$ cat config.mk
export PLATFORM = sky130hd
export DESIGN_NAME = rpr_power_reset_control
export DESIGN_NICKNAME = d
export VERILOG_FILES = /design/src/rpr_pkg.sv /design/src/rpr_power_reset_control.sv
export SDC_FILE = /design/constraint.sdc
export NUM_CORES = 1
export LEC_CHECK = 0
export ABC_AREA = 1
export CAP_MARGIN = 20
export CORE_MARGIN = 2
export CORE_UTILIZATION = 35
export CTS_CLUSTER_DIAMETER = 150
export CTS_CLUSTER_SIZE = 25
export DETAILED_ROUTE_END_ITERATION = 10
export DONT_BUFFER_PORTS = 1
export SYNTH_ARGS = -nofsm -noshare
export SYNTH_HDL_FRONTEND = slang
export SYNTH_SLANG_ARGS = --single-unit
$ cat constraint.sdc
create_clock -name ref_clk -period 1.77 [get_ports ref_clk]
set_input_delay 0.354 -clock ref_clk [delete_from_list [all_inputs] [get_ports ref_clk]]
set_output_delay 0.354 -clock ref_clk [all_outputs]
set_load 0.02 [all_outputs]
$ cat src/rpr_pkg.sv
// Constants and types for the reader power and reset control block
package rpr_pkg;

    // ***************************************************************
    // Clock and timing
    // ***************************************************************
    localparam int CLK_MHZ        = 250;
    localparam int SPIKE_NS       = 10;
    localparam int SPIKE_CYC      = (SPIKE_NS * CLK_MHZ + 999) / 1000;
    localparam int STARTUP_CLOCKS = 1024;
    localparam int WAKE_CLOCKS    = 1024;
    localparam int CNT_W          = 11;

    // ***************************************************************
    // Register offsets and fields
    // ***************************************************************
    localparam logic [5:0] ADR_ZERO = 6'h00;
    localparam logic [5:0] ADR_CMD  = 6'h01;
    localparam logic [5:0] ADR_IEN  = 6'h02;
    localparam logic [5:0] ADR_STAT = 6'h07;
    localparam logic [5:0] ADR_LVL  = 6'h0A;
    localparam logic [5:0] ADR_TXC  = 6'h14;
    localparam int SLEEP_BIT  = 4;
    localparam int CKSUM_BIT  = 5;
    localparam int FLUSH_BIT  = 7;
    localparam int DRV1_BIT   = 0;
    localparam int DRV2_BIT   = 1;
    localparam logic [3:0] CMD_IDLE = 4'h0;
    localparam logic [7:0] IEN_RST  = 8'h80;
    localparam logic [1:0] TXC_RST  = 2'h0;
    localparam logic [7:0] ZERO_REG = 8'h00;

    // ***************************************************************
    // Types
    // ***************************************************************
    typedef enum logic [2:0] {
        ST_HARD  = 3'b000,
        ST_START = 3'b001,
        ST_RUN   = 3'b010,
        ST_SLEEP = 3'b011,
        ST_EXIT  = 3'b100
    } rpr_state_t;

    typedef struct packed {
        logic       valid;
        logic       write;
        logic [5:0] addr;
        logic [7:0] wdata;
    } rpr_req_t;

    typedef struct packed {
        logic       valid;
        logic [7:0] rdata;
    } rpr_rsp_t;

endpackage

$ cat src/rpr_power_reset_control.sv
// Power-down, reset filtering, start-up delay and control registers of the reader
`timescale 1ns/1ns
module rpr_power_reset_control (
    input  wire logic              ref_clk,
    input  wire logic              reset_n,
    input  wire logic              reset_soft_sleep_request_bit_pin,
    input  wire rpr_pkg::rpr_req_t host_req,
    output rpr_pkg::rpr_rsp_t      host_rsp,
    input  wire logic              cmd_done,
    input  wire logic              checksum_done_flag,
    input  wire logic [7:0]        pin_in,
    input  wire logic [7:0]        pin_out_req,
    output logic [7:0]             pin_out,
    output logic [7:0]             pin_in_clean,
    output logic                   osc_enable,
    output logic                   core_active,
    output logic                   hard_soft_sleep_request_bit,
    output logic                   host_ready,
    output logic                   driver1_on,
    output logic                   driver2_on,
    output logic                   tx_soft_sleep_request_bit,
    output logic [3:0]             command_code,
    output logic [7:0]             irq_enable,
    output logic                   fifo_flush
);

    // ***************************************************************
    // Reset pin synchroniser and spike filter
    // ***************************************************************
    logic       rst_meta;
    logic       rst_sync;
    logic [1:0] spike_cnt;
    logic       pin_low;
    logic [7:0] in_meta;
    logic [7:0] in_sync;

    // Two stages before anything looks at the pin
    always_ff @(posedge ref_clk) begin
        rst_meta <= reset_soft_sleep_request_bit_pin;
        rst_sync <= rst_meta;
        in_meta  <= pin_in;
        in_sync  <= in_meta;
    end

    // Low must persist SPIKE_CYC cycles; high releases at once so a short
    // glitch high during power-down already moves the part into ST_START
    always_ff @(posedge ref_clk) begin
        if (!reset_n) begin
            spike_cnt <= 2'h0;
            pin_low   <= 1'b0;
        end else if (rst_sync) begin
            spike_cnt <= 2'h0;
            pin_low   <= 1'b0;
        end else if (spike_cnt == 2'(rpr_pkg::SPIKE_CYC - 1)) begin
            pin_low   <= 1'b1;
        end else begin
            spike_cnt <= spike_cnt + 2'h1;
        end
    end

    // ***************************************************************
    // Power state machine
    // ***************************************************************
    rpr_pkg::rpr_state_t      state;
    rpr_pkg::rpr_state_t      next_state;
    logic [rpr_pkg::CNT_W-1:0] cnt;
    logic [rpr_pkg::CNT_W-1:0] next_cnt;
    logic                      sleep_bit;
    logic                      host_ok;
    logic                      wr;
    logic                      rd;
    logic                      wr_cmd;
    logic                      sleep_wr1;
    logic                      sleep_wr0;
    logic                      cnt_end_start;
    logic                      cnt_end_wake;
    logic                      quiet;

    // Host traffic is honoured only once the part is up
    assign host_ok   = (state != rpr_pkg::ST_HARD) && (state != rpr_pkg::ST_START);
    assign wr        = host_req.valid && host_req.write && host_ok;
    assign rd        = host_req.valid && !host_req.write && host_ok;
    assign wr_cmd    = wr && (host_req.addr == rpr_pkg::ADR_CMD);
    assign sleep_wr1 = wr_cmd && host_req.wdata[rpr_pkg::SLEEP_BIT];
    assign sleep_wr0 = wr_cmd && !host_req.wdata[rpr_pkg::SLEEP_BIT];
    assign cnt_end_start = cnt == rpr_pkg::CNT_W'(rpr_pkg::STARTUP_CLOCKS - 1);
    assign cnt_end_wake  = cnt == rpr_pkg::CNT_W'(rpr_pkg::WAKE_CLOCKS - 1);
    // Sleeping or waking counts as powered down for the core and outputs
    assign quiet = (state == rpr_pkg::ST_SLEEP) || (state == rpr_pkg::ST_EXIT);

    // Next state; a new sleep request during the exit wait restarts sleep
    always_comb begin
        next_state = state;
        next_cnt   = cnt;
        unique case (state)
            rpr_pkg::ST_HARD: begin
                next_cnt = '0;
                if (!pin_low) begin
                    next_state = rpr_pkg::ST_START;
                end
            end
            rpr_pkg::ST_START: begin
                next_cnt = cnt + 1'b1;
                if (cnt_end_start) begin
                    next_state = rpr_pkg::ST_RUN;
                    next_cnt   = '0;
                end
            end
            rpr_pkg::ST_RUN: begin
                if (sleep_wr1) begin
                    next_state = rpr_pkg::ST_SLEEP;
                end
            end
            rpr_pkg::ST_SLEEP: begin
                next_cnt = '0;
                if (sleep_wr0) begin
                    next_state = rpr_pkg::ST_EXIT;
                end
            end
            rpr_pkg::ST_EXIT: begin
                next_cnt = cnt + 1'b1;
                if (sleep_wr1) begin
                    next_state = rpr_pkg::ST_SLEEP;
                    next_cnt   = '0;
                end else if (cnt_end_wake) begin
                    next_state = rpr_pkg::ST_RUN;
                    next_cnt   = '0;
                end
            end
            default: begin
                next_state = rpr_pkg::ST_HARD;
                next_cnt   = '0;
            end
        endcase
    end

    // Pin low overrides every other state
    always_ff @(posedge ref_clk) begin
        if (!reset_n || pin_low) begin
            state <= rpr_pkg::ST_HARD;
            cnt   <= '0;
        end else begin
            state <= next_state;
            cnt   <= next_cnt;
        end
    end

    // ***************************************************************
    // Host registers
    // ***************************************************************
    logic [3:0] cmd_reg;
    logic [7:0] ien_reg;
    logic [1:0] txc_reg;
    logic [7:0] cmd_rd;
    logic [7:0] stat_rd;
    logic [7:0] txc_rd;
    logic [7:0] rd_mux;
    logic       wr_ien;
    logic       wr_txc;
    logic       wr_lvl;

    assign wr_ien = wr && (host_req.addr == rpr_pkg::ADR_IEN);
    assign wr_txc = wr && (host_req.addr == rpr_pkg::ADR_TXC);
    assign wr_lvl = wr && (host_req.addr == rpr_pkg::ADR_LVL);
    // Sleep bit stays set through the whole exit wait
    assign sleep_bit = quiet;
    assign cmd_rd  = {3'h0, sleep_bit, cmd_reg};
    assign stat_rd = 8'(checksum_done_flag) << rpr_pkg::CKSUM_BIT;
    assign txc_rd  = {6'h0, txc_reg};

    // Unmapped and reserved addresses read zero; flush bit is write-only
    assign rd_mux = (host_req.addr == rpr_pkg::ADR_CMD)  ? cmd_rd  :
                    (host_req.addr == rpr_pkg::ADR_IEN)  ? ien_reg :
                    (host_req.addr == rpr_pkg::ADR_STAT) ? stat_rd :
                    (host_req.addr == rpr_pkg::ADR_TXC)  ? txc_rd  :
                    rpr_pkg::ZERO_REG;

    // Command field: host write wins over completion since a completion in
    // the same cycle belongs to the command being replaced
    always_ff @(posedge ref_clk) begin
        if (!reset_n || pin_low) begin
            cmd_reg <= rpr_pkg::CMD_IDLE;
        end else if (wr_cmd) begin
            cmd_reg <= host_req.wdata[3:0];
        end else if (cmd_done && !quiet) begin
            cmd_reg <= rpr_pkg::CMD_IDLE;
        end
    end

    // Control-only registers: no internal writer exists, so sleep keeps them
    always_ff @(posedge ref_clk) begin
        if (!reset_n || pin_low) begin
            ien_reg <= rpr_pkg::IEN_RST;
            txc_reg <= rpr_pkg::TXC_RST;
        end else begin
            if (wr_ien) begin
                ien_reg <= host_req.wdata;
            end
            if (wr_txc) begin
                txc_reg <= host_req.wdata[1:0];
            end
        end
    end

    // Read answer one cycle after the request; writes never answer
    always_ff @(posedge ref_clk) begin
        if (!reset_n) begin
            host_rsp   <= '0;
            fifo_flush <= 1'b0;
        end else begin
            host_rsp.valid <= rd;
            host_rsp.rdata <= rd ? rd_mux : rpr_pkg::ZERO_REG;
            fifo_flush     <= wr_lvl && host_req.wdata[rpr_pkg::FLUSH_BIT];
        end
    end

    // ***************************************************************
    // Outputs
    // ***************************************************************
    logic hold_out;
    logic run_now;

    assign hold_out = pin_low || (state == rpr_pkg::ST_HARD) || quiet;
    assign run_now  = !pin_low && (state == rpr_pkg::ST_RUN || state == rpr_pkg::ST_START);

    // Pins freeze in either power-down; inputs are clamped only in hard mode
    always_ff @(posedge ref_clk) begin
        if (!reset_n) begin
            pin_out      <= 8'h00;
            pin_in_clean <= 8'h00;
        end else begin
            if (!hold_out) begin
                pin_out <= pin_out_req;
            end
            if (pin_low || state == rpr_pkg::ST_HARD) begin
                pin_in_clean <= 8'h00;
            end else begin
                pin_in_clean <= in_sync;
            end
        end
    end

    // Power and transmitter status
    always_ff @(posedge ref_clk) begin
        if (!reset_n) begin
            osc_enable     <= 1'b0;
            core_active    <= 1'b0;
            hard_soft_sleep_request_bit <= 1'b1;
            host_ready     <= 1'b0;
            driver1_on     <= 1'b0;
            driver2_on     <= 1'b0;
            tx_soft_sleep_request_bit   <= 1'b1;
            command_code   <= rpr_pkg::CMD_IDLE;
            irq_enable     <= rpr_pkg::IEN_RST;
        end else begin
            osc_enable     <= !pin_low && state != rpr_pkg::ST_HARD;
            core_active    <= run_now;
            hard_soft_sleep_request_bit <= pin_low || state == rpr_pkg::ST_HARD;
            host_ready     <= !pin_low && host_ok;
            driver1_on     <= run_now && txc_reg[rpr_pkg::DRV1_BIT];
            driver2_on     <= run_now && txc_reg[rpr_pkg::DRV2_BIT];
            tx_soft_sleep_request_bit   <= !(run_now && (&txc_reg));
            command_code   <= cmd_reg;
            irq_enable     <= ien_reg;
        end
    end

endmodule // rpr_power_reset_control

==> summary.txt, run 1 <==
==============================================================================
Sum of negative setup slack .....................................         0 ps
Antenna violations before repair ................................            0
Ant diodes ......................................................            0
IO buf count ....................................................            0
Final cell area excluding filler cells ..........................     3650 µm²
Gr usage total ..................................................        13.7%
Count of filler cells inserted in the layout ....................          877
Tmin final ......................................................      1620 ps
Worst endpoint data arrival time ................................      1880 ps
Slew of the pin with the lowest slew margin .....................       424 ps
Core footprint ..................................................     8810 µm²
Number of failing hold endpoints at the final stage .............            0
Slack of the worst reg-to-reg path ..............................       150 ps
Total length of routed wires ....................................      6.39 mm
Final clock skew ................................................      6.65 ps
Required time at the worst-slack endpoint .......................      2030 ps
Flip-flop and latch count after synthesis .......................           94
H-tree lvl count ................................................            3
Area of the mapped netlist ......................................     3200 µm²
Number of max-slew violations in the final report ...............            0
Post-synthesis sequential area ratio ............................        58.8%
Post-route fraction of the period consumed by the critical path .        91.5%
Wire length of the first global-routing pass ....................      10.8 mm
Effective utilization at floorplan ..............................        36.4%
Final Total Pwr .................................................    0.00383 W
Die Span X ......................................................      99.6 µm
Routability cong. ...............................................        0.839
Instance count of the mapped netlist ............................          375
Startpoint type of the worst setup path .........................     register
Flip-flop count of the largest register after layout ............           11
Final Worst Setup Slack .........................................       151 ps
Min-Delay Startpoint ............................................      reset_n
Capturing element type of the critical path .....................     register
Achievable frequency ............................................      618 MHz
Clock tree buffer depth .........................................            2
CTS Root Cell ................................................... sky130_fd_sc_hd__clkbuf_8
Syn Nets ........................................................          414
DR DRC count ....................................................            0
Die ar. .........................................................     9930 µm²
Layout cell share with drive strength beyond 1 ..................        11.0%
Violation count after the first detailed-routing iteration ......          102
Power density over the cells ....................................  1050 nW/µm²
Syn-to-layout area delta ........................................        13.9%
Capture endpoint of the worst hold path ......................... irq_enable[7]
Placed cell areas ...............................................     3360 µm²
Hold Path Stages ................................................            1
Type of the worst min-delay path ................................       in2reg
Capture instance of the worst register-to-register path .........   ien_reg[7]
Count of buffers added by post-CTS timing repair for setup ......            0
Library cells used by synthesis .................................           34
Clock transition at the registers of the reported paths .........        90 ps
Pin count of the biggest net entering global routing ............           23
Leak pwr ........................................................      1.59 nW
Pre-CTS WS ......................................................       153 ps
Startpoint of the most critical setup path ......................     state[0]
Synthesis warning total .........................................            0
Vias per std cell ...............................................         4.76
R2R cell count ..................................................            8
Post-layout net count ...........................................          435
Vertical die dimension ..........................................      99.6 µm
Overflow left after global routing ..............................            0
RSZ-0062 raised after global routing ............................           no
Post-route antenna net violation count ..........................            0
Global-route track usage on met1 ................................        16.1%
Outcome ......................................................... finished, final reports clean
Worst-case hold slack ...........................................      63.2 ps
Peak supply drop ................................................       435 µV
Met2 Track Usage GR .............................................        22.5%
Max_cap viols ...................................................            0
Most heavily used metal layer in global routing .................         met2
Mapped Avg Cell Area ............................................     8.54 µm²
Clock latency on the worst-skew pair ............................       360 ps
Average detailed-routed wire length per instance ................      12.6 µm
Worst max-slew margin expressed relative to the limit ...........        71.6%
Worst setup path category .......................................      reg2reg
Top Registers ................................................... cnt: 11 flops, host_rsp: 9 flops
Total number of clock tree sinks ................................           94
Final setup violation count .....................................            0
Number of detailed-route iterations in the first pass ...........            4
Clock buffers created by TritonCTS ..............................            9
Vias in the first global route ..................................         2323
Biggest fanout along the worst timing path ......................           14
Half-perimeter wire length after placement ......................      4.67 mm
Reg2reg start ...................................................     state[0]
Register with the most flip-flops ...............................          cnt
Total vias in the final route ...................................         2417
TritonCTS clock tree ............................................         done
Global-route met3 utilization ...................................        4.50%
Core Rows .......................................................           34
Top Ports .......................................................           82
==============================================================================
-- power breakdown --
group          switching, W  total [W]  internal (W)
clock              0.000725    0.00141      0.000685
sequential        0.0000739    0.00225       0.00218
combinational      0.000104   0.000169     0.0000654
total              0.000903    0.00383       0.00293
-- worst max-delay path, stage by stage (launching register included) --
cell and delay (ps):
sky130_fd_sc_hd__dfxtp_1 350, sky130_fd_sc_hd__nor2_2 220, sky130_fd_sc_hd__nand2_4 90, sky130_fd_sc_hd__nand2_2 110, sky130_fd_sc_hd__nor2_4 50, sky130_fd_sc_hd__nand2_1 330, sky130_fd_sc_hd__inv_1 130, sky130_fd_sc_hd__a21oi_1 150
sky130_fd_sc_hd__o21ai_0 90
-- worst max-delay path by stage --
| stage | end | slack [ps] | depth (start not counted) |
|---|---|---|---|
| final | ien_reg[7] | 150 | 8 |
| after global routing | ien_reg[7] | 20 | 8 |
| after CTS | ien_reg[7] | 150 | 8 |
| after detailed placement | ien_reg[7] | 150 | 8 |
| after global placement | ien_reg[7] | 220 | 8 |
| after floorplan | cnt[4] | 370 | 8 |
-- cell usage in the layout (no fill, tap or decap), drive strengths merged, types with 2 or more instances in the layout --
cell	count
dfxtp	94
inv	65
nor2	60
nand2	55
o21ai	24
a21oi	23
nand3	19
clkbuf	10
dlygate4sd3	9
buf	6
nor3	6
nand4	5
o211ai	3
nor3b	3
xnor2	2
xor2	2
o221ai	2
ha	2
clkinvlp	2
or2	2
-- layout make-up --
class                           count  area [µm²]  area share [%]
Inverter                           64         240            6.59
Timing Repair Buffer               15         135            3.71
Clock inverter                      5        58.8            1.61
Sequential cell                    94        1880            51.6
Multi-Input combinational cell    212        1060            29.0
Clock buffer                       10         138            3.77
Tap cell                          108         135            3.71
-- logic make-up after synthesis --
family	Yosys count	synth area share [%]
buffers and inverters	69	8.32
xor gates and xnor gates	4	1.09
DFF	94	58.8
AOI/OAI and AO/OA	55	9.50
adders and majority gates	2	0.781
and+or+nand+nor	151	21.5
-- layer usage --
| layer | up-vias | part of all wire (%) |
|---|---|---|
| met5 | - | 0 |
| met3 | 11 | 6.5 |
| met4 | 0 | 2.0 |
| met1 | 1109 | 43 |
| li1 | 1213 | - |
| met2 | 84 | 49 |
-- timing repair --
action | CTS | global route
endpoints found under the setup margin | 0 | 1
hold endpoints to repair | 7 | 2
hold buffers | 7 | 2
gates resized for setup | 0 | 1
-- synth_stat cells (all sizes together) --
cell type | number | share of area (%)
o41ai | 1 | 0.27
o32ai | 1 | 0.27
nand3 | 19 | 3.3
o211ai | 3 | 0.70
a211oi | 1 | 0.23
nor2 | 60 | 7.7
nand2 | 55 | 6.9
clkbuf | 2 | 0.23
o21ai | 24 | 3.8
nand4 | 5 | 0.98
a21oi | 23 | 3.7
nor3 | 6 | 1.3
nor3b | 3 | 0.86
o221ai | 2 | 0.55
dfxtp | 94 | 59
or2 | 2 | 0.39
nor4 | 1 | 0.20
xor2 | 2 | 0.55
buf | 3 | 0.59
inv | 64 | 7.5
xnor2 | 2 | 0.55
ha | 2 | 0.78
-- stage by stage --
step	std cells	util, %
after global routing	508	41.4
final	508	41.4
after detailed placement	484	38.1
after global placement	484	38.1
after floorplan	375	-
after CTS	506	41.1
No activity file was read; power rests on OpenSTA's default activity.
==> inputs of run 2 (changes only) <==
--- a/config.mk
+++ b/config.mk
@@ -13,6 +13,7 @@
 export CTS_CLUSTER_SIZE = 25
 export DETAILED_ROUTE_END_ITERATION = 10
 export DONT_BUFFER_PORTS = 1
+export PLACE_DENSITY = 0.52
 export SYNTH_ARGS = -nofsm -noshare
 export SYNTH_HDL_FRONTEND = slang
 export SYNTH_SLANG_ARGS = --single-unit
==> summary.txt, run 2 (same netlist as run 1, synthesis figures left out) <==
=================================================================================
Highest-count cells in the layout ignoring fill and taps ........... 94 x sky130_fd_sc_hd__dfxtp_1, 59 x sky130_fd_sc_hd__inv_1, 54 x sky130_fd_sc_hd__nor2_1   unchanged
Hold Path Stages ...................................................            1   unchanged
Post-route antenna net violation count .............................            0   unchanged
Max_cap viols ......................................................            0   unchanged
Antenna violations before repair ...................................            0   unchanged
Leak pwr ...........................................................      1.62 nW   was 1.59 nW
Final Instance Count excl. Fillers .................................          509   was 508
Slowest cell on the critical path .................................. sky130_fd_sc_hd__dfxtp_1   unchanged
Required time at the worst-slack endpoint ..........................      2000 ps   was 2030 ps
Core Rows ..........................................................           34   unchanged
Worst endpoint data arrival time ...................................      1800 ps   was 1880 ps
Die Span X .........................................................      99.6 µm   unchanged
Top Ports ..........................................................           82   unchanged
Vias in the first global route .....................................         2231   was 2323
Vertical die dimension .............................................      99.6 µm   unchanged
TritonCTS clock tree ...............................................         done   unchanged
Layout cell share with drive strength beyond 1 .....................        11.5%   was 11.0%
Number of detailed-route iterations in the first pass ..............            7   was 4
Syn-to-layout area delta ...........................................        15.7%   was 13.9%
Slack of the worst reg-to-reg path .................................       200 ps   was 150 ps
H-tree lvl count ...................................................            3   unchanged
Worst setup path category ..........................................      reg2reg   unchanged
Outcome ............................................................ finished, final reports clean   unchanged
Reg2reg start ......................................................       cnt[0]   was state[0]
Top Family by Delay on Critical Path ............................... simple AND/OR/NAND/NOR gates   unchanged
Most common library cell in the layout ignoring fill and taps ...... sky130_fd_sc_hd__dfxtp_1   unchanged
Clock latency on the worst-skew pair ...............................       350 ps   was 360 ps
Register with the most flip-flops ..................................          cnt   unchanged
Startpoint type of the worst setup path ............................     register   unchanged
Count of filler cells inserted in the layout .......................          878   was 877
IO buf count .......................................................            0   unchanged
Effective utilization at floorplan .................................        36.4%   unchanged
Final setup violation count ........................................            0   unchanged
Reg area ...........................................................     1880 µm²   unchanged
Biggest fanout along the worst timing path .........................            7   was 14
Routability cong. ..................................................        0.833   was 0.839
Ant diodes .........................................................            0   unchanged
Wire length of the first global-routing pass .......................      10.5 mm   was 10.8 mm
Number of max-slew violations in the final report ..................            0   unchanged
Tmin final .........................................................      1570 ps   was 1620 ps
Number of buffer and inverter instances along the worst setup path .            0   was 1
Capture endpoint of the worst hold path ............................ irq_enable[7]   unchanged
Min-Delay Startpoint ...............................................      reset_n   unchanged
Capturing element type of the critical path ........................     register   unchanged
CTS Root Cell ...................................................... sky130_fd_sc_hd__clkbuf_8   unchanged
Final Total Pwr ....................................................    0.00415 W   was 0.00383 W
Average detailed-routed wire length per instance ...................      12.4 µm   was 12.6 µm
Number of failing hold endpoints at the final stage ................            0   unchanged
Half-perimeter wire length after placement .........................      4.62 mm   was 4.67 mm
Die ar. ............................................................     9930 µm²   unchanged
Pin count of the biggest net entering global routing ...............           23   unchanged
Capture instance of the worst register-to-register path ............       cnt[4]   was ien_reg[7]
Peak supply drop ...................................................       329 µV   was 435 µV
Cell type with the highest occurrence count on the critical path ... sky130_fd_sc_hd__nand2_1
Type of the worst min-delay path ...................................       in2reg   unchanged
Clock tree buffer depth ............................................            2   unchanged
Count of buffers added by post-CTS timing repair for setup .........            0   unchanged
Placed cell areas ..................................................     3360 µm²   unchanged
Violation count after the first detailed-routing iteration .........           84   was 102
Clock buffers created by TritonCTS .................................            9   unchanged
DR DRC count .......................................................            0   unchanged
Post-layout net count ..............................................          435   unchanged
Gr usage total .....................................................        13.5%   was 13.7%
Clock transition at the registers of the reported paths ............       100 ps   was 90 ps
Combined area of the multi-input logic cells .......................     1060 µm²   about the same
Crit-path cells .................................................... ha_1, nand2_1, nor2_1, nand3_1, a21oi_2, nand2_1, nand2_2, nor3_2   was nor2_2, nand2_4, nand2_2, nor2_4, nand2_1, inv_1, a21oi_1, o21ai_0
Worst max-slew margin expressed relative to the limit ..............        75.0%   was 71.6%
Top Registers ...................................................... cnt: 11 flops, host_rsp: 9 flops   unchanged
Total number of clock tree sinks ...................................           94   unchanged
Worst-case hold slack ..............................................      67.0 ps   was 63.2 ps
Flip-flop count of the largest register after layout ...............           11   unchanged
Achievable frequency ...............................................      636 MHz   was 618 MHz
Final clock skew ...................................................      8.89 ps   was 6.65 ps
Slew of the pin with the lowest slew margin ........................       371 ps   was 424 ps
R2R cell count .....................................................            8   unchanged
Core footprint .....................................................     8810 µm²   unchanged
Total vias in the final route ......................................         2329   was 2417
# placed instances .................................................          484   unchanged
Delay of the slowest cell on the worst path ........................       380 ps   was 350 ps
Final cell area excluding filler cells .............................     3700 µm²   was 3650 µm²
Total length of routed wires .......................................      6.32 mm   was 6.39 mm
Overflow left after global routing .................................            0   unchanged
Post-route fraction of the period consumed by the critical path ....        88.8%   was 91.5%
Power density over the cells .......................................  1120 nW/µm²   was 1050 nW/µm²
Vias per std cell ..................................................         4.58   was 4.76
Final Util .........................................................        42.1%   was 41.4%
=================================================================================
==> run 2: how the worst max path moves through the flow <==
stage | startpoint | slack [ps] | to | cells past startpoint
2_1_floorplan | cnt[0] | 370 | cnt[4] | 8
3_5_place_dp | state[0] | 170 | ien_reg[7] | 8
5_1_grt | cnt[0] | -10 | cnt[2] | 8
4_1_cts | state[0] | 160 | ien_reg[7] | 8
3_3_place_gp | state[0] | 170 | ien_reg[7] | 8
6_report | cnt[0] | 200 | cnt[4] | 8
==> run 2: final cells by class <==
type	instances	share of cell area, %
Sequential cell	94	50.8
Inverter	64	6.49
Multi-Input combinational cell	212	28.6
Clock buffer	9	3.34
Clock inverter	7	3.45
Timing Repair Buffer	15	3.65
Tap cell	108	3.65
==> run 2: worst reg2reg max path, delay by kind of cell (launching register included) <==
| family | cells | cell delay (ps) |
|---|---|---|
| DFF | 1 | 380 |
| adders and majority gates | 1 | 180 |
| and+or+nand+nor | 6 | 700 |
| AOI/OAI and AO/OA | 1 | 200 |
==> run 2: timing repair <==
item,4_1_cts,5_1_grt
setup endpoints to repair,0,9
hold buffers,4,5
resized for setup,0,2
endpoints found under the hold margin,4,5
==> run 2: through the flow <==
step,setup TNS [ps],setup slack [ps]
2_1_floorplan,0,375
3_3_place_gp,0,175
3_5_place_dp,0,171
4_1_cts,0,155
5_1_grt,-10.6,-10.6
6_report,0,199
==> run 2: where the power goes <==
group | internal, W | total [W] | switching (W)
clock network | 0.000960 | 0.00173 | 0.000769
logic | 0.0000655 | 0.000168 | 0.000103
registers | 0.00218 | 0.00225 | 0.0000732
==> run 2: layer usage <==
| metal | track usage, % | up-vias | part of all wire, % |
|---|---|---|---|
| met1 | 16.9 | 1050 | 47 |
| met5 | 0 | - | 0 |
| met4 | 5.80 | 0 | 1.6 |
| li1 | - | 1225 | - |
| met2 | 20.8 | 45 | 46 |
| met3 | 4.85 | 9 | 5.9 |
==> inputs of run 3 (changes only) <==
--- a/config.mk
+++ b/config.mk
@@ -7,13 +7,14 @@
 export LEC_CHECK = 0
 export ABC_AREA = 1
 export CAP_MARGIN = 20
-export CORE_MARGIN = 2
+export CORE_MARGIN = 3
 export CORE_UTILIZATION = 35
 export CTS_CLUSTER_DIAMETER = 150
 export CTS_CLUSTER_SIZE = 25
 export DETAILED_ROUTE_END_ITERATION = 10
 export DONT_BUFFER_PORTS = 1
 export PLACE_DENSITY = 0.52
+export REMOVE_ABC_BUFFERS = 1
 export SYNTH_ARGS = -nofsm -noshare
 export SYNTH_HDL_FRONTEND = slang
 export SYNTH_SLANG_ARGS = --single-unit
==> summary.txt, run 3 (same netlist as run 1, synthesis figures left out) <==
==============================================================================
Capturing element type of the critical path .....................     register   unchanged
Ant diodes ......................................................            0   unchanged
Number of failing hold endpoints at the final stage .............            0   unchanged
Critical path destination .......................................       cnt[4]   unchanged
Total length of routed wires ....................................      6.40 mm   was 6.32 mm
Most common library cell in the layout ignoring fill and taps ... sky130_fd_sc_hd__dfxtp_1   unchanged
Max_cap viols ...................................................            0   unchanged
Type of the worst min-delay path ................................       in2reg   unchanged
Effective utilization at floorplan ..............................        36.4%   unchanged
Wire length of the first global-routing pass ....................      10.8 mm   was 10.5 mm
CTS Root Cell ................................................... sky130_fd_sc_hd__clkbuf_8   unchanged
Final cell area excluding filler cells ..........................     3660 µm²   was 3700 µm²
H-tree lvl count ................................................            3   unchanged
Vias per std cell ...............................................         4.61   was 4.58
Clock tree buffer depth .........................................            2   unchanged
TritonCTS clock tree ............................................         done   unchanged
Antenna violations before repair ................................            0   unchanged
Total vias in the final route ...................................         2345   was 2329
Slew of the pin with the lowest slew margin .....................       371 ps   about the same
Biggest fanout along the worst timing path ......................            8   was 7
Violation count after the first detailed-routing iteration ......          120   was 84
Die ar. .........................................................    10300 µm²   was 9930 µm²
Met2 Track Usage GR .............................................        21.2%   was 20.8%
Top Ports .......................................................           82   unchanged
Number of detailed-route iterations in the first pass ...........            4   was 7
Pin count of the biggest net entering global routing ............           23   unchanged
IO buf count ....................................................            0   unchanged
Flip-flop count of the largest register after layout ............           11   unchanged
Total number of clock tree sinks ................................           94   unchanged
Clock latency on the worst-skew pair ............................       360 ps   was 350 ps
Worst max-slew margin expressed relative to the limit ...........        75.2%   was 75.0%
Post-layout net count ...........................................          435   unchanged
Top Registers ................................................... cnt: 11 flops, host_rsp: 9 flops   unchanged
Capture instance of the worst register-to-register path .........       cnt[4]   unchanged
Peak supply drop ................................................       347 µV   was 329 µV
Final setup violation count .....................................            0   unchanged
Final Worst Setup Slack .........................................       206 ps   was 199 ps
Clock transition at the registers of the reported paths .........        90 ps   was 100 ps
Final clock skew ................................................      10.3 ps   was 8.89 ps
Number of max-slew violations in the final report ...............            0   unchanged
Die Span X ......................................................       102 µm   was 99.6 µm
Pre-CTS WS ......................................................       190 ps   was 171 ps
Register with the most flip-flops ...............................          cnt   unchanged
Startpoint of the most critical setup path ......................     state[2]   was cnt[0]
# placed instances ..............................................          484   unchanged
Post-route antenna net violation count ..........................            0   unchanged
Global-route met3 utilization ...................................        4.27%   was 4.85%
Highest-count cells in the layout ignoring fill and taps ........ 94 x sky130_fd_sc_hd__dfxtp_1, 59 x sky130_fd_sc_hd__inv_1, 54 x sky130_fd_sc_hd__nor2_1   unchanged
Slack of the worst reg-to-reg path ..............................       210 ps   was 200 ps
R2R cell count ..................................................            6   was 8
Tmin final ......................................................      1560 ps   was 1570 ps
Core Rows .......................................................           34   unchanged
Most heavily used metal layer in global routing .................         met2   unchanged
Final Instance Count excl. Fillers ..............................          509   unchanged
Vias in the first global route ..................................         2259   was 2231
Startpoint type of the worst setup path .........................     register   unchanged
Power density over the cells ....................................  1060 nW/µm²   was 1120 nW/µm²
Outcome ......................................................... finished, final reports clean   unchanged
Reg2reg start ...................................................     state[2]   was cnt[0]
Worst setup path category .......................................      reg2reg   unchanged
Global-route track usage on met1 ................................        16.9%   about the same
Half-perimeter wire length after placement ......................      4.76 mm   was 4.62 mm
Placed cell areas ...............................................     3360 µm²   unchanged
Average detailed-routed wire length per instance ................      12.6 µm   was 12.4 µm
Count of buffers added by post-CTS timing repair for setup ......            0   unchanged
RSZ-0062 raised after global routing ............................           no
Vertical die dimension ..........................................       102 µm   was 99.6 µm
Clock buffers created by TritonCTS ..............................            9   unchanged
Post-route fraction of the period consumed by the critical path .        88.4%   was 88.8%
Layout cell share with drive strength beyond 1 ..................        11.5%   unchanged
Worst-case hold slack ...........................................      69.8 ps   was 67.0 ps
DR DRC count ....................................................            0   unchanged
Achievable frequency ............................................      639 MHz   was 636 MHz
Routability cong. ...............................................        0.841   was 0.833
Worst endpoint data arrival time ................................      1800 ps   about the same
Sum of negative setup slack .....................................         0 ps   unchanged
Leak pwr ........................................................      1.60 nW   was 1.62 nW
Required time at the worst-slack endpoint .......................      2000 ps   about the same
Gr usage total ..................................................        13.4%   was 13.5%
Overflow left after global routing ..............................            0   unchanged
Syn-to-layout area delta ........................................        14.3%   was 15.7%
Core footprint ..................................................     8810 µm²   unchanged
==============================================================================
## run 3: cell types whose count changed in the layout (fill, tap and decap cells not counted)
| cell | delta |
|---|---|
| sky130_fd_sc_hd__inv_8 | -1 |
| sky130_fd_sc_hd__clkinv_2 | +1 |
| sky130_fd_sc_hd__clkinvlp_4 | +1 |
| sky130_fd_sc_hd__clkbuf_8 | +1 |
| sky130_fd_sc_hd__inv_6 | -1 |
| sky130_fd_sc_hd__bufinv_16 | -2 |
| sky130_fd_sc_hd__clkinv_4 | +1 |
## run 3: stage by stage
stage / utilization (%) / power [W]
5_1_grt: 41.5 / 0.00408
6_report: 41.5 / 0.00386
4_1_cts: 41.1 / 0.00392
3_5_place_dp: 38.1 / 0.00246
3_3_place_gp: 38.1 / 0.00245
2_1_floorplan: - / 0.00241
## run 3: how the worst min path moves through the flow
stage	start	endpoint	slack, ps	cells after the start
after floorplan	in_meta[0]	in_sync[0]	310	0
after global placement	in_meta[4]	in_sync[4]	310	0
after detailed placement	in_meta[1]	in_sync[1]	310	0
after CTS	pin_in[6]	in_meta[6]	0.4	0
after global routing	reset_n	irq_enable[7]	40	1
final	reset_n	irq_enable[7]	70	1
## run 3: area by class of cell
cell class,instances,area [µm²]
fill,924,5150
sequential,94,1880
multi-input combinational,212,1060
inverter,64,240
clock buffer,10,138
timing repair buffer,15,135
tap,108,135
clock inverter,6,68.8
## run 3: critical path: stages, from the launching register on
cell and delay [ps]:
sky130_fd_sc_hd__dfxtp_1 340, sky130_fd_sc_hd__inv_1 100, sky130_fd_sc_hd__nand3_1 320, sky130_fd_sc_hd__inv_1 150, sky130_fd_sc_hd__buf_4 170, sky130_fd_sc_hd__nor4_1 270
sky130_fd_sc_hd__nor3_2 90
## run 3: repair_timing
| item | 4_1_cts | 5_1_grt |
|---|---|---|
| hold endpoints to repair | 6 | 3 |
| endpoints found under the setup margin | 0 | 8 |
| gates resized for setup | 0 | 2 |
| hold buffers | 6 | 3 |
## run 3: power breakdown
part	leakage (nW)	internal [W]	switching, W
Sequential	0.769	0.00218	0.0000722
Clock	0.103	0.000699	0.000743
Combinational	0.727	0.0000655	0.000103
Total	1.60	0.00294	0.000918
## run 3: metal layers
layer | vias to the layer above | part of all wire [%]
li1 | 1227 | -
met1 | 1059 | 47
met2 | 53 | 47
met3 | 6 | 5.3
met4 | 0 | 1.2
met5 | - | 0
